===== config.mk =====
export PLATFORM = sky130hd
export DESIGN_NAME = sfc_port
export DESIGN_NICKNAME = d
export VERILOG_FILES = /design/src/core/sfc_pkg.sv /design/src/core/sfc_port.sv
export VERILOG_INCLUDE_DIRS = /design/src /design/src/core
export SDC_FILE = /design/constraint.sdc
export NUM_CORES = 1
export LEC_CHECK = 0
export BUFFER_PORTS_ARGS = -buffer_cell sky130_fd_sc_hd__buf_2
export CAP_MARGIN = 15
export CORE_ASPECT_RATIO = 1.1
export CORE_UTILIZATION = 50
export CTS_BUF_LIST = sky130_fd_sc_hd__clkbuf_4
export CTS_CLUSTER_DIAMETER = 80
export DETAILED_ROUTE_END_ITERATION = 16
export GPL_TIMING_DRIVEN = 0
export PLACE_DENSITY = 0.72
export SLEW_MARGIN = 25
export SYNTH_ARGS = -nofsm -noshare
export SYNTH_HDL_FRONTEND = slang
export SYNTH_SLANG_ARGS = --single-unit

===== constraint.sdc =====
create_clock -name mclk -period 3.9 [get_ports mclk]
set_clock_uncertainty 0.2 [all_clocks]
set_input_delay 0 -clock mclk [delete_from_list [all_inputs] [get_ports mclk]]
set_output_delay 0 -clock mclk [all_outputs]
set_load 0.01 [all_outputs]

===== src/core/sfc_defines.svh =====
`ifndef SFC_DEFINES_SVH
`define SFC_DEFINES_SVH

// opcodes
`define SFC_OP_PAGE_READ   8'h52
`define SFC_OP_BUF1_READ   8'h54
`define SFC_OP_BUF2_READ   8'h56
`define SFC_OP_XFER1       8'h53
`define SFC_OP_XFER2       8'h55
`define SFC_OP_CMP1        8'h60
`define SFC_OP_CMP2        8'h61
`define SFC_OP_BUF1_WRITE  8'h84
`define SFC_OP_BUF2_WRITE  8'h87

// address field layout, 24 bits after the opcode
`define SFC_ADDR_BYTES     2'h3
`define SFC_RSV_MSB        23
`define SFC_RSV_LSB        22
`define SFC_PAGE_MSB       21
`define SFC_PAGE_LSB       10
`define SFC_OFS_MSB        9
`define SFC_OFS_LSB        0

// don't-care bytes ahead of read data
`define SFC_DUMMY_PAGE_RD  2'h3
`define SFC_DUMMY_BUF_RD   2'h0

// framing, reset, fill and fifo depth values
`define SFC_BIT_LAST       3'h7
`define SFC_MODE_RESET     1'b1
`define SFC_IDLE_FILL      8'hff
`define SFC_FIFO_DEPTH     16

`endif


===== src/core/sfc_pkg.sv =====
package sfc_pkg;

  typedef enum logic [3:0] {
    OP_NONE     = 4'b0000,
    OP_PAGE_RD  = 4'b0001,
    OP_BUF1_RD  = 4'b0010,
    OP_BUF2_RD  = 4'b0011,
    OP_XFER1    = 4'b0100,
    OP_XFER2    = 4'b0101,
    OP_CMP1     = 4'b0110,
    OP_CMP2     = 4'b0111,
    OP_BUF1_WR  = 4'b1000,
    OP_BUF2_WR  = 4'b1001
  } sfc_op_t;

  typedef enum logic [2:0] {
    ST_IDLE   = 3'b000,
    ST_OPC    = 3'b001,
    ST_ADDR   = 3'b010,
    ST_DUMMY  = 3'b011,
    ST_DATA   = 3'b100,
    ST_IGNORE = 3'b101
  } sfc_state_t;

  typedef struct packed {
    sfc_op_t     op;
    logic [11:0] flash_row_index;
    logic [9:0]  buffer_byte_offset;
  } sfc_cmd_t;

endpackage


===== src/core/sfc_port.sv =====
`include "sfc_defines.svh"

////////////////////////////////////////////////////////////////////////////////
module sfc_fifo #(
  parameter int W = 8,
  parameter int D = 16
) (
  // clock and reset
  input  wire logic         mclk,
  input  wire logic         rstn,
  // fill side
  input  wire logic [W-1:0] in_data,
  input  wire logic         in_valid,
  output logic              in_ready,
  // drain side
  output logic [W-1:0]      out_data,
  output logic              out_valid,
  input  wire logic         out_ready
);
  localparam int AW = $clog2(D);

  logic [W-1:0]  mem [D];
  logic [AW-1:0] wr_q;
  logic [AW-1:0] rd_q;
  logic [AW:0]   cnt_q;
  wire           push = in_valid && in_ready;
  wire           pop  = out_valid && out_ready;

  assign in_ready  = cnt_q != (AW+1)'(D);
  assign out_valid = cnt_q != '0;
  assign out_data  = mem[rd_q];

  always_ff @(posedge mclk) begin
    if (push) begin
      mem[wr_q] <= in_data;
    end
  end

  always_ff @(posedge mclk) begin
    if (!rstn) begin
      wr_q  <= '0;
      rd_q  <= '0;
      cnt_q <= '0;
    end else begin
      if (push) wr_q <= wr_q + AW'(1);
      if (pop) rd_q <= rd_q + AW'(1);
      cnt_q <= cnt_q + (AW+1)'(push) - (AW+1)'(pop);
    end
  end
endmodule

////////////////////////////////////////////////////////////////////////////////
module sfc_port (
  // clock and reset
  input  wire logic              mclk,
  input  wire logic              rstn,
  // serial pins
  input  wire logic              cs_n,
  input  wire logic              sck,
  input  wire logic              si,
  output logic                   so_o,
  output logic                   so_oe_n,
  output logic                   rdy_busy_n_o,
  output logic                   rdy_busy_n_oe_n,
  // decoded command
  output sfc_pkg::sfc_cmd_t      cmd,
  output logic                   cmd_valid,
  output logic                   mode3,
  // self-timed operation finished
  input  wire logic              op_done,
  // read data source
  input  wire logic [7:0]        rd_data,
  input  wire logic              rd_valid,
  output logic                   rd_ready,
  // write data sink
  output logic [7:0]             wr_data,
  output logic                   wr_valid,
  input  wire logic              wr_ready,
  output logic                   wr_overrun
);

  function automatic sfc_pkg::sfc_op_t decode(input logic [7:0] b);
    unique case (b)
      `SFC_OP_PAGE_READ:  decode = sfc_pkg::OP_PAGE_RD;
      `SFC_OP_BUF1_READ:  decode = sfc_pkg::OP_BUF1_RD;
      `SFC_OP_BUF2_READ:  decode = sfc_pkg::OP_BUF2_RD;
      `SFC_OP_XFER1:      decode = sfc_pkg::OP_XFER1;
      `SFC_OP_XFER2:      decode = sfc_pkg::OP_XFER2;
      `SFC_OP_CMP1:       decode = sfc_pkg::OP_CMP1;
      `SFC_OP_CMP2:       decode = sfc_pkg::OP_CMP2;
      `SFC_OP_BUF1_WRITE: decode = sfc_pkg::OP_BUF1_WR;
      `SFC_OP_BUF2_WRITE: decode = sfc_pkg::OP_BUF2_WR;
      default:            decode = sfc_pkg::OP_NONE;
    endcase
  endfunction

  //////////////////////////////////////////////////////////////////////////////
  // pin synchronisers, a change counts once stages two and three agree
  logic [2:0] cs_s_q, sck_s_q, si_s_q;
  logic       cs_f_q, sck_f_q, si_f_q;

  always_ff @(posedge mclk) begin
    if (!rstn) begin
      cs_s_q  <= 3'h7;
      sck_s_q <= 3'h7;
      si_s_q  <= 3'h0;
      cs_f_q  <= 1'b1;
      sck_f_q <= 1'b1;
      si_f_q  <= 1'b0;
    end else begin
      cs_s_q  <= {cs_s_q[1:0], cs_n};
      sck_s_q <= {sck_s_q[1:0], sck};
      si_s_q  <= {si_s_q[1:0], si};
      if (cs_s_q[1] == cs_s_q[2]) cs_f_q <= cs_s_q[2];
      if (sck_s_q[1] == sck_s_q[2]) sck_f_q <= sck_s_q[2];
      if (si_s_q[1] == si_s_q[2]) si_f_q <= si_s_q[2];
    end
  end

  wire sck_now  = (sck_s_q[1] == sck_s_q[2]) ? sck_s_q[2] : sck_f_q;
  wire cs_now   = (cs_s_q[1] == cs_s_q[2]) ? cs_s_q[2] : cs_f_q;
  wire cs_fall  = cs_f_q && !cs_now;
  wire cs_rise  = !cs_f_q && cs_now;
  wire selected = !cs_f_q && !cs_now;
  wire sck_rise = selected && !sck_f_q && sck_now;
  wire sck_fall = selected && sck_f_q && !sck_now;

  //////////////////////////////////////////////////////////////////////////////
  // command framing
  sfc_pkg::sfc_state_t state_q, state_d;
  sfc_pkg::sfc_op_t    op_q;
  logic [7:0]          sh_q;
  logic [2:0]          bit_q;
  logic [1:0]          byte_q;
  logic [23:0]         addr_q;
  sfc_pkg::sfc_cmd_t   cmd_q;
  logic                mode_q, busy_q, pend_q, cmdv_q, ovr_q;

  wire [7:0] sh_next    = {sh_q[6:0], si_f_q};
  wire       byte_done  = sck_rise && (bit_q == `SFC_BIT_LAST);
  wire [7:0] last_byte  = byte_done ? sh_next : 8'h00;
  wire       addr_done  = byte_done && byte_q == `SFC_ADDR_BYTES - 2'h1;
  wire       is_page_rd = op_q == sfc_pkg::OP_PAGE_RD;
  wire       is_buf_rd  = op_q == sfc_pkg::OP_BUF1_RD || op_q == sfc_pkg::OP_BUF2_RD;
  wire       is_read    = is_page_rd || is_buf_rd;
  wire       is_write   = op_q == sfc_pkg::OP_BUF1_WR || op_q == sfc_pkg::OP_BUF2_WR;
  wire [1:0] dummy_n    = is_page_rd ? `SFC_DUMMY_PAGE_RD : `SFC_DUMMY_BUF_RD;
  wire       selftimed  = !is_read && !is_write;
  wire [23:0] addr_next = {addr_q[15:0], sh_next};

  always_comb begin
    state_d = state_q;
    unique case (state_q)
      sfc_pkg::ST_IDLE:   if (cs_fall) state_d = sfc_pkg::ST_OPC;
      sfc_pkg::ST_OPC:    if (byte_done) state_d = (decode(last_byte) == sfc_pkg::OP_NONE) ?
                                                   sfc_pkg::ST_IGNORE : sfc_pkg::ST_ADDR;
      sfc_pkg::ST_ADDR:   if (addr_done) begin
        if (is_read && dummy_n != 2'h0) state_d = sfc_pkg::ST_DUMMY;
        else if (selftimed) state_d = sfc_pkg::ST_IGNORE;
        else state_d = sfc_pkg::ST_DATA;
      end
      sfc_pkg::ST_DUMMY:  if (byte_done && byte_q == dummy_n - 2'h1) state_d = sfc_pkg::ST_DATA;
      sfc_pkg::ST_DATA, sfc_pkg::ST_IGNORE: state_d = state_q;
      default:            state_d = sfc_pkg::ST_IDLE;
    endcase
    if (cs_rise) state_d = sfc_pkg::ST_IDLE;
  end

  wire byte_wrap = (state_q != state_d) || (state_q == sfc_pkg::ST_DATA);

  always_ff @(posedge mclk) begin
    if (!rstn) begin
      state_q <= sfc_pkg::ST_IDLE;
      op_q    <= sfc_pkg::OP_NONE;
      sh_q    <= 8'h00;
      bit_q   <= 3'h0;
      byte_q  <= 2'h0;
      addr_q  <= 24'h000000;
      mode_q  <= `SFC_MODE_RESET;
      cmdv_q  <= 1'b0;
      cmd_q   <= '0;
    end else begin
      state_q <= state_d;
      cmdv_q  <= (state_q == sfc_pkg::ST_ADDR) && addr_done;
      if (state_q == sfc_pkg::ST_ADDR && addr_done) cmd_q <= {op_q, addr_next[`SFC_PAGE_MSB:`SFC_OFS_LSB]};
      if (cs_fall) begin
        mode_q <= sck_f_q;
        bit_q  <= 3'h0;
        byte_q <= 2'h0;
      end else if (sck_rise) begin
        sh_q  <= sh_next;
        bit_q <= bit_q + 3'h1;
        if (byte_done) byte_q <= byte_wrap ? 2'h0 : byte_q + 2'h1;
      end
      if (state_q == sfc_pkg::ST_OPC && byte_done) op_q <= decode(last_byte);
      if (state_q == sfc_pkg::ST_ADDR && byte_done) addr_q <= addr_next;
    end
  end

  assign cmd                    = cmd_q;
  assign cmd_valid              = cmdv_q;
  assign mode3                  = mode_q;

  //////////////////////////////////////////////////////////////////////////////
  // busy flag, set at select rise after a self-timed command
  always_ff @(posedge mclk) begin
    if (!rstn) begin
      pend_q <= 1'b0;
      busy_q <= 1'b0;
    end else begin
      if (state_q == sfc_pkg::ST_ADDR && addr_done && selftimed) pend_q <= 1'b1;
      else if (cs_rise) pend_q <= 1'b0;
      if (cs_rise && pend_q) busy_q <= 1'b1;
      else if (op_done) busy_q <= 1'b0;
    end
  end

  assign rdy_busy_n_o    = 1'b0;
  assign rdy_busy_n_oe_n = !busy_q;

  //////////////////////////////////////////////////////////////////////////////
  // read data out, changes on the falling serial clock edge
  logic [6:0] tx_q;
  logic [2:0] tx_bit_q;
  logic       so_q, drive_q;
  wire        rd_phase = state_q == sfc_pkg::ST_DATA && is_read;
  wire        rd_load  = rd_phase && sck_fall && tx_bit_q == 3'h0;
  wire [7:0]  rd_byte  = rd_valid ? rd_data : `SFC_IDLE_FILL;

  always_ff @(posedge mclk) begin
    if (!rstn) begin
      tx_q     <= 7'h00;
      tx_bit_q <= 3'h0;
      so_q     <= 1'b0;
      drive_q  <= 1'b0;
    end else begin
      if (!rd_phase) begin
        tx_bit_q <= 3'h0;
        drive_q  <= 1'b0;
      end else if (sck_fall) begin
        drive_q  <= 1'b1;
        tx_bit_q <= tx_bit_q + 3'h1;
        if (rd_load) begin
          so_q <= rd_byte[7];
          tx_q <= rd_byte[6:0];
        end else begin
          so_q <= tx_q[6];
          tx_q <= {tx_q[5:0], 1'b0};
        end
      end
    end
  end

  assign rd_ready = rd_load;
  assign so_o     = so_q;
  assign so_oe_n  = !(drive_q && rd_phase);

  //////////////////////////////////////////////////////////////////////////////
  // write data into the fifo
  logic       fifo_in_ready;
  wire        wr_push = state_q == sfc_pkg::ST_DATA && is_write && byte_done;

  always_ff @(posedge mclk) begin
    if (!rstn) begin
      ovr_q <= 1'b0;
    end else if (wr_push && !fifo_in_ready) begin
      ovr_q <= 1'b1;
    end else if (cs_fall) begin
      ovr_q <= 1'b0;
    end
  end

  assign wr_overrun = ovr_q;

  sfc_fifo #(
    .W (8),
    .D (`SFC_FIFO_DEPTH)
  ) u_fifo (
    .mclk      (mclk),
    .rstn      (rstn),
    .in_data   (sh_next),
    .in_valid  (wr_push),
    .in_ready  (fifo_in_ready),
    .out_data  (wr_data),
    .out_valid (wr_valid),
    .out_ready (wr_ready)
  );
endmodule


==> out/summary.txt, run 1 <==
Net switching share of the total power: 25.1%
Worst-skew pair later-pin latency: 0.67 ns
Routed vias: 6205
Part of the power in registers: 48.9%
Fmax: 291 MHz
Main synth FF type: edfxtp_1
Worst hold start: rstn
First-pass DRT Iterations: 5
Post-synth EDFFs: 128
RR Startpoint: u_fifo.cnt_q[2]
Endpoints failing setup: 0
Pint: 4.05 mW
Antenna Nets Post-Route: 0
Initial antenna violation count: 1
DRT iter0 DRCs: 349
Vias in the first global route: 6412
First-pass GRT wire length: 32.4 mm
Most frequent cells in the layout: 128 x edfxtp_1, 105 x dfxtp_1, 90 x nand2_1
Worst-margin pin slew: 0.992 ns
Outcome: finished, final reports clean
GRT Total Usage: 21.2%
Core area: 0.0185 mm²
Register clock-pin slew on the reported worst setup and hold paths: 0.07 ns
Port Buffer Count: 56
Die H: 147 µm
DP Worst Slack: 0.441 ns
Critical Path RT: 4.23 ns
Dominant cells by area after synthesis: edfxtp_1 40%, dfxtp_1 22%, mux4_2 9.5%
PD cells: 485 mW/mm²
DR vias/cell: 5.37
Num CTS Buffers: 56
Yosys reg bits: 233
Seq/Total Area, Yosys: 62.6%
CTS HTree Levels: 2
Finished Cell Area: 0.0111 mm²
Post-Place Cells: 1021
Tcrit/Tclk final: 88.1%
Max IR drop VDD: 252 µV
Commonest non-fill, non-tap cell in the layout: edfxtp_1
Psw: 1.35 mW
Post-DP Area: 0.0101 mm²
Clock network power share: 35.7%
Die Wd: 133 µm
Post-route setup slack: 0.463 ns
# clock sinks: 233
Layout fillers: 1507
HP Class: in2reg
Layout cells sized above 1: 22.7%
Slew HR: 33.6%
Syn. warnings: 0
Dominant cell type by area after synthesis: edfxtp_1
Leakage dissipation: 4.03 nW
Syn_area_per_cell: 13.2 µm²
Max-slew violations: 0
RSZ-0062 raised after global routing: false
Routed wire length per instance: 17.0 µm
Yosys top cell area share: 40.4%
Mapped Cells: 722
Final core utilization: 60.2%
MaxCap Viol Count: 0
Crit. End Element: register
CP arrival: 3.77 ns
I/O Pins: 59
CTS tree: built
Routed WL: 19.6 mm
Post-synth cell types: 49
Total congestion overflow: 0
Die area: 0.0196 mm²
Gpl congestion: 0.868
Async SR Flop Fraction: 0%
Largest net degree at the start of global routing: 25
Synth-to-Final Area Change: 17.1%
Syn Nets: 755
Longest Clk Path Bufs: 3
Fin cells: 1156
Starting density of the core: 51.4%
Setup crit start: u_fifo.cnt_q[2]
CP startpoint kind: register
Cts repair resizes: 0
Tmin final: 3.44 ns
Critical path class: reg2reg
Post-route DRC: 0
HPWL after DPL: 12.8 mm
Root buf cell: clkbuf_4
Final net count: 899
Setup_tns: 0 ns
Worst-path fanout max: 5
Comb pwr share: 15.4%
Hold Fails Final Rpt: 0
Cell Rows: 52
Synthesized area: 0.00950 mm²
[per-layer routing]
| metal | routed length, µm | vias to the layer above | global-route usage (%) |
|---|---|---|---|
| met2 | 10200 | 200 | 37.2 |
| met4 | 397 | 0 | 7.78 |
| met3 | 1030 | 33 | 4.72 |
| met5 | 0 | - | 0 |
| met1 | 8010 | 3038 | 25.4 |
| li1 | - | 2934 | - |
[cell type report]
cell class	count	area [µm²]	share of cell area, %
Sequential cell	233	5950	53.4
Clock inverter	19	80.1	0.720
Inverter	15	56.3	0.506
Timing Repair Buffer	86	581	5.22
Buffer	39	166	1.50
Tap cell	243	304	2.73
Antenna cell	1	2.50	0.0225
Multi-Input combinational cell	435	3360	30.2
Clock buffer	85	638	5.73
[stage by stage]
step | power [mW] | hold WS, ns
after floorplan | 3.30 | -0.0985
after global placement | 3.48 | -0.0198
after detailed placement | 3.52 | -0.0116
after CTS | 5.47 | 0.139
after global routing | 5.67 | 0.165
final | 5.40 | 0.186
[cell usage after synthesis (6+ instances only)]
cell      instances
a21boi_0         28
a21oi_1          17
and2_1           29
buf_2            10
clkbuf_1         24
dfxtp_1         105
edfxtp_1        128
ha_1             16
inv_1            15
mux2i_1          27
mux4_2           40
nand2_1          90
nand2b_1         14
nor2_1           40
nor2b_1          28
nor3_1            6
o21ai_0          31
or3_1             9
xnor2_1          11
xor2_1            6
[critical path, cell delays in order, from the launching register on]
cell      delay [ns]
dfxtp_1         0.32
inv_1           0.08
ha_1            0.16
or4b_2          0.62
and2_1          0.18
clkbuf_1        0.17
ha_1            0.31
inv_1           0.04
ha_1            0.20
inv_1           0.08
fa_1            0.22
inv_1           0.05
a21oi_1         0.12
nor2_1          0.06
or3_1           0.34
and3_1          0.18
[power by group through the flow]
stage	combinational [mW]	sequential [mW]	clock [mW]
final	0.833	2.64	1.93
after global routing	0.920	2.64	2.10
after CTS	0.845	2.64	1.98
after detailed placement	0.822	2.69	0
after global placement	0.787	2.69	0
after floorplan	0.621	2.68	0
[state kept, by name, indices dropped and copies added, names as in the netlist, 2 cells and up, named ones only]
signal,cells
u_fifo.cnt_q,5
cmd,26
u_fifo.rd_q,4
tx_bit_q,3
cs_s_q,3
u_fifo.wr_q,4
bit_q,3
tx_q,7
op_q,4
si_s_q,3
byte_q,2
state_q,3
sh_q,7
sck_s_q,3
u_fifo.mem,128
addr_q,14
[logic make-up after synthesis]
group,Yosys count,share of synthesized area (%)
xor gates and xnor gates,17,1.57
and+or+nand+nor,242,12.9
buffers and inverters,54,2.34
adders and majority gates,17,2.32
muxes,67,12.3
other,1,0.0395
DFF,233,62.6
AOI/OAI and AO/OA,91,5.96
[final timing paths]
check / to / slack [ns] / cells past startpoint
max reg2reg: u_fifo.cnt_q[4] / 0.46 / 15
min: cmd[10] / 0.19 / 3
min reg2reg: sck_s_q[1] / 0.21 / 1
max: u_fifo.cnt_q[4] / 0.46 / 15
[what timing repair did]
item,CTS,global route
setup buffers,0,0
hold endpoints to repair,105,0
hold buffers,30,0
Note: power is estimated with default switching activity, not from simulation.
==> inputs of run 2 (changes only) <==
- BUFFER_PORTS_ARGS: -buffer_cell sky130_fd_sc_hd__buf_2 -> -buffer_cell sky130_fd_sc_hd__clkbuf_2
==> out/summary.txt, run 2 (synthesis gave the netlist of run 1 again) <==
Core area: 0.0185 mm²
Num CTS Buffers: 58
Longest Clk Path Bufs: 3
Final net count: 901
Crit-path cells: inv_1, ha_1, or4b_2, and2_1, clkbuf_1, ha_1, inv_1, ha_1, inv_1, fa_1, inv_1, a21oi_1, nor2_1, or3_1, and3_1
Crit path top cell by count: inv_1
Register clock-pin slew on the reported worst setup and hold paths: 0.07 ns
Post-route setup slack: 0.466 ns
Post-CTS setup buffers: 0
Most flops, register: u_fifo.mem
Fin cells: 1159
Port Buffer Count: 56
Layout fillers: 1481
First-pass DRT Iterations: 5
CP arrival: 3.77 ns
Critical path's slowest cell: or4b_2
Hold_buf cts: 30
Largest net degree at the start of global routing: 25
Worst-path fanout max: 5
Crit. End Element: register
Critical Path RT: 4.23 ns
Fmax: 291 MHz
Max-slew violations: 0
Setup_tns: 0 ns
Vias in the first global route: 6398
Leakage dissipation: 4.04 nW
Layout cells sized above 1: 23.1%
MaxCap Viol Count: 0
DP Worst Slack: 0.441 ns
Tcrit/Tclk final: 88.0%
Crit path max-delay family: simple AND/OR/NAND/NOR gates
I/O Pins: 59
# clock sinks: 233
Routed WL: 19.5 mm
Slew HR: 34.1%
Routed wire length per instance: 16.8 µm
Routed vias: 6148
Most frequent cells in the layout: 128 x edfxtp_1, 105 x dfxtp_1, 90 x nand2_1
HPWL after DPL: 13.0 mm
Post-Place Cells: 1021
First-pass GRT wire length: 31.9 mm
Gpl congestion: 0.870
Tmin final: 3.43 ns
DRT iter0 DRCs: 309
Post-route DRC: 0
Max reg flops: 128
Root buf cell: clkbuf_4
PD cells: 488 mW/mm²
Commonest non-fill, non-tap cell in the layout: edfxtp_1
Die Wd: 133 µm
CP startpoint kind: register
Ant diodes: 0
Max IR drop VDD: 242 µV
Worst-margin pin slew: 0.982 ns
Outcome: finished, final reports clean
GRT Total Usage: 20.9%
Antenna Nets Post-Route: 0
Worst-skew pair later-pin latency: 0.67 ns
CTS tree: built
Die H: 147 µm
Cts repair resizes: 0
Cell Rows: 52
Hold Fails Final Rpt: 0
HP Class: in2reg
Worst stage delay on the critical path: 0.62 ns
Total congestion overflow: 0
Initial antenna violation count: 0
Critical path class: reg2reg
WP buf/inv: 5
DR vias/cell: 5.30
CTS HTree Levels: 2
Die area: 0.0196 mm²
RSZ-0062 raised after global routing: false
Endpoints failing setup: 0
Starting density of the core: 51.4%
Synth-to-Final Area Change: 17.4%
-- run 2: cell count changes in the layout (fill, tap and decap cells not counted), sizes merged --
cell and change:
diode -1, clkinvlp -2, buf -56, clkbuf +59
clkinv +3
-- run 2: metal layers --
layer | global-route usage, % | vias to the layer above | part of all wire (%)
met5 | 0 | - | 0
met4 | 8.75 | 0 | 2.3
met3 | 4.17 | 38 | 4.7
met2 | 36.0 | 169 | 51
met1 | 25.4 | 3003 | 42
li1 | - | 2938 | -
-- run 2: through the flow --
stage	cell area [µm²]	power, mW	util, %	hold WS (ns)
after detailed placement	10100	3.52	54.7	-0.0156
after global placement	10100	3.48	54.6	-0.0172
final	11200	5.45	60.4	0.189
after global routing	11200	5.71	60.4	0.156
after floorplan	9500	3.30	-	-0.0985
after CTS	11200	5.52	60.4	0.104
-- run 2: cell type report --
| type | instances | area [µm²] | share of cell area (%) |
|---|---|---|---|
| Clock buffer | 88 | 661 | 5.92 |
| Clock inverter | 20 | 88.8 | 0.796 |
| Inverter | 15 | 56.3 | 0.505 |
| Buffer | 39 | 166 | 1.49 |
| Tap cell | 243 | 304 | 2.72 |
| Multi-Input combinational cell | 435 | 3360 | 30.1 |
| Sequential cell | 233 | 5950 | 53.3 |
| Timing Repair Buffer | 86 | 581 | 5.20 |
-- run 2: power breakdown --
group | total, mW | leakage (nW) | switching (mW) | internal [mW]
Clock | 1.98 | 0.448 | 0.941 | 1.04
Combinational | 0.832 | 1.56 | 0.387 | 0.444
Sequential | 2.64 | 2.03 | 0.0336 | 2.61
Total | 5.45 | 4.04 | 1.36 | 4.09
-- run 2: worst min-delay path: cells and delay by family --
| family | cells | cell delay [ns] |
|---|---|---|
| AO/OA/AOI/OAI | 1 | 0.18 |
| buffers and inverters | 2 | 0.84 |
-- run 2: final timing paths --
check | start | slack, ns | cells after the start | end
max | u_fifo.cnt_q[3] | 0.47 | 15 | u_fifo.cnt_q[4]
min | rstn | 0.19 | 3 | cmd[7]
max reg2reg | u_fifo.cnt_q[3] | 0.47 | 15 | u_fifo.cnt_q[4]
min reg2reg | sck_s_q[0] | 0.21 | 1 | sck_s_q[1]
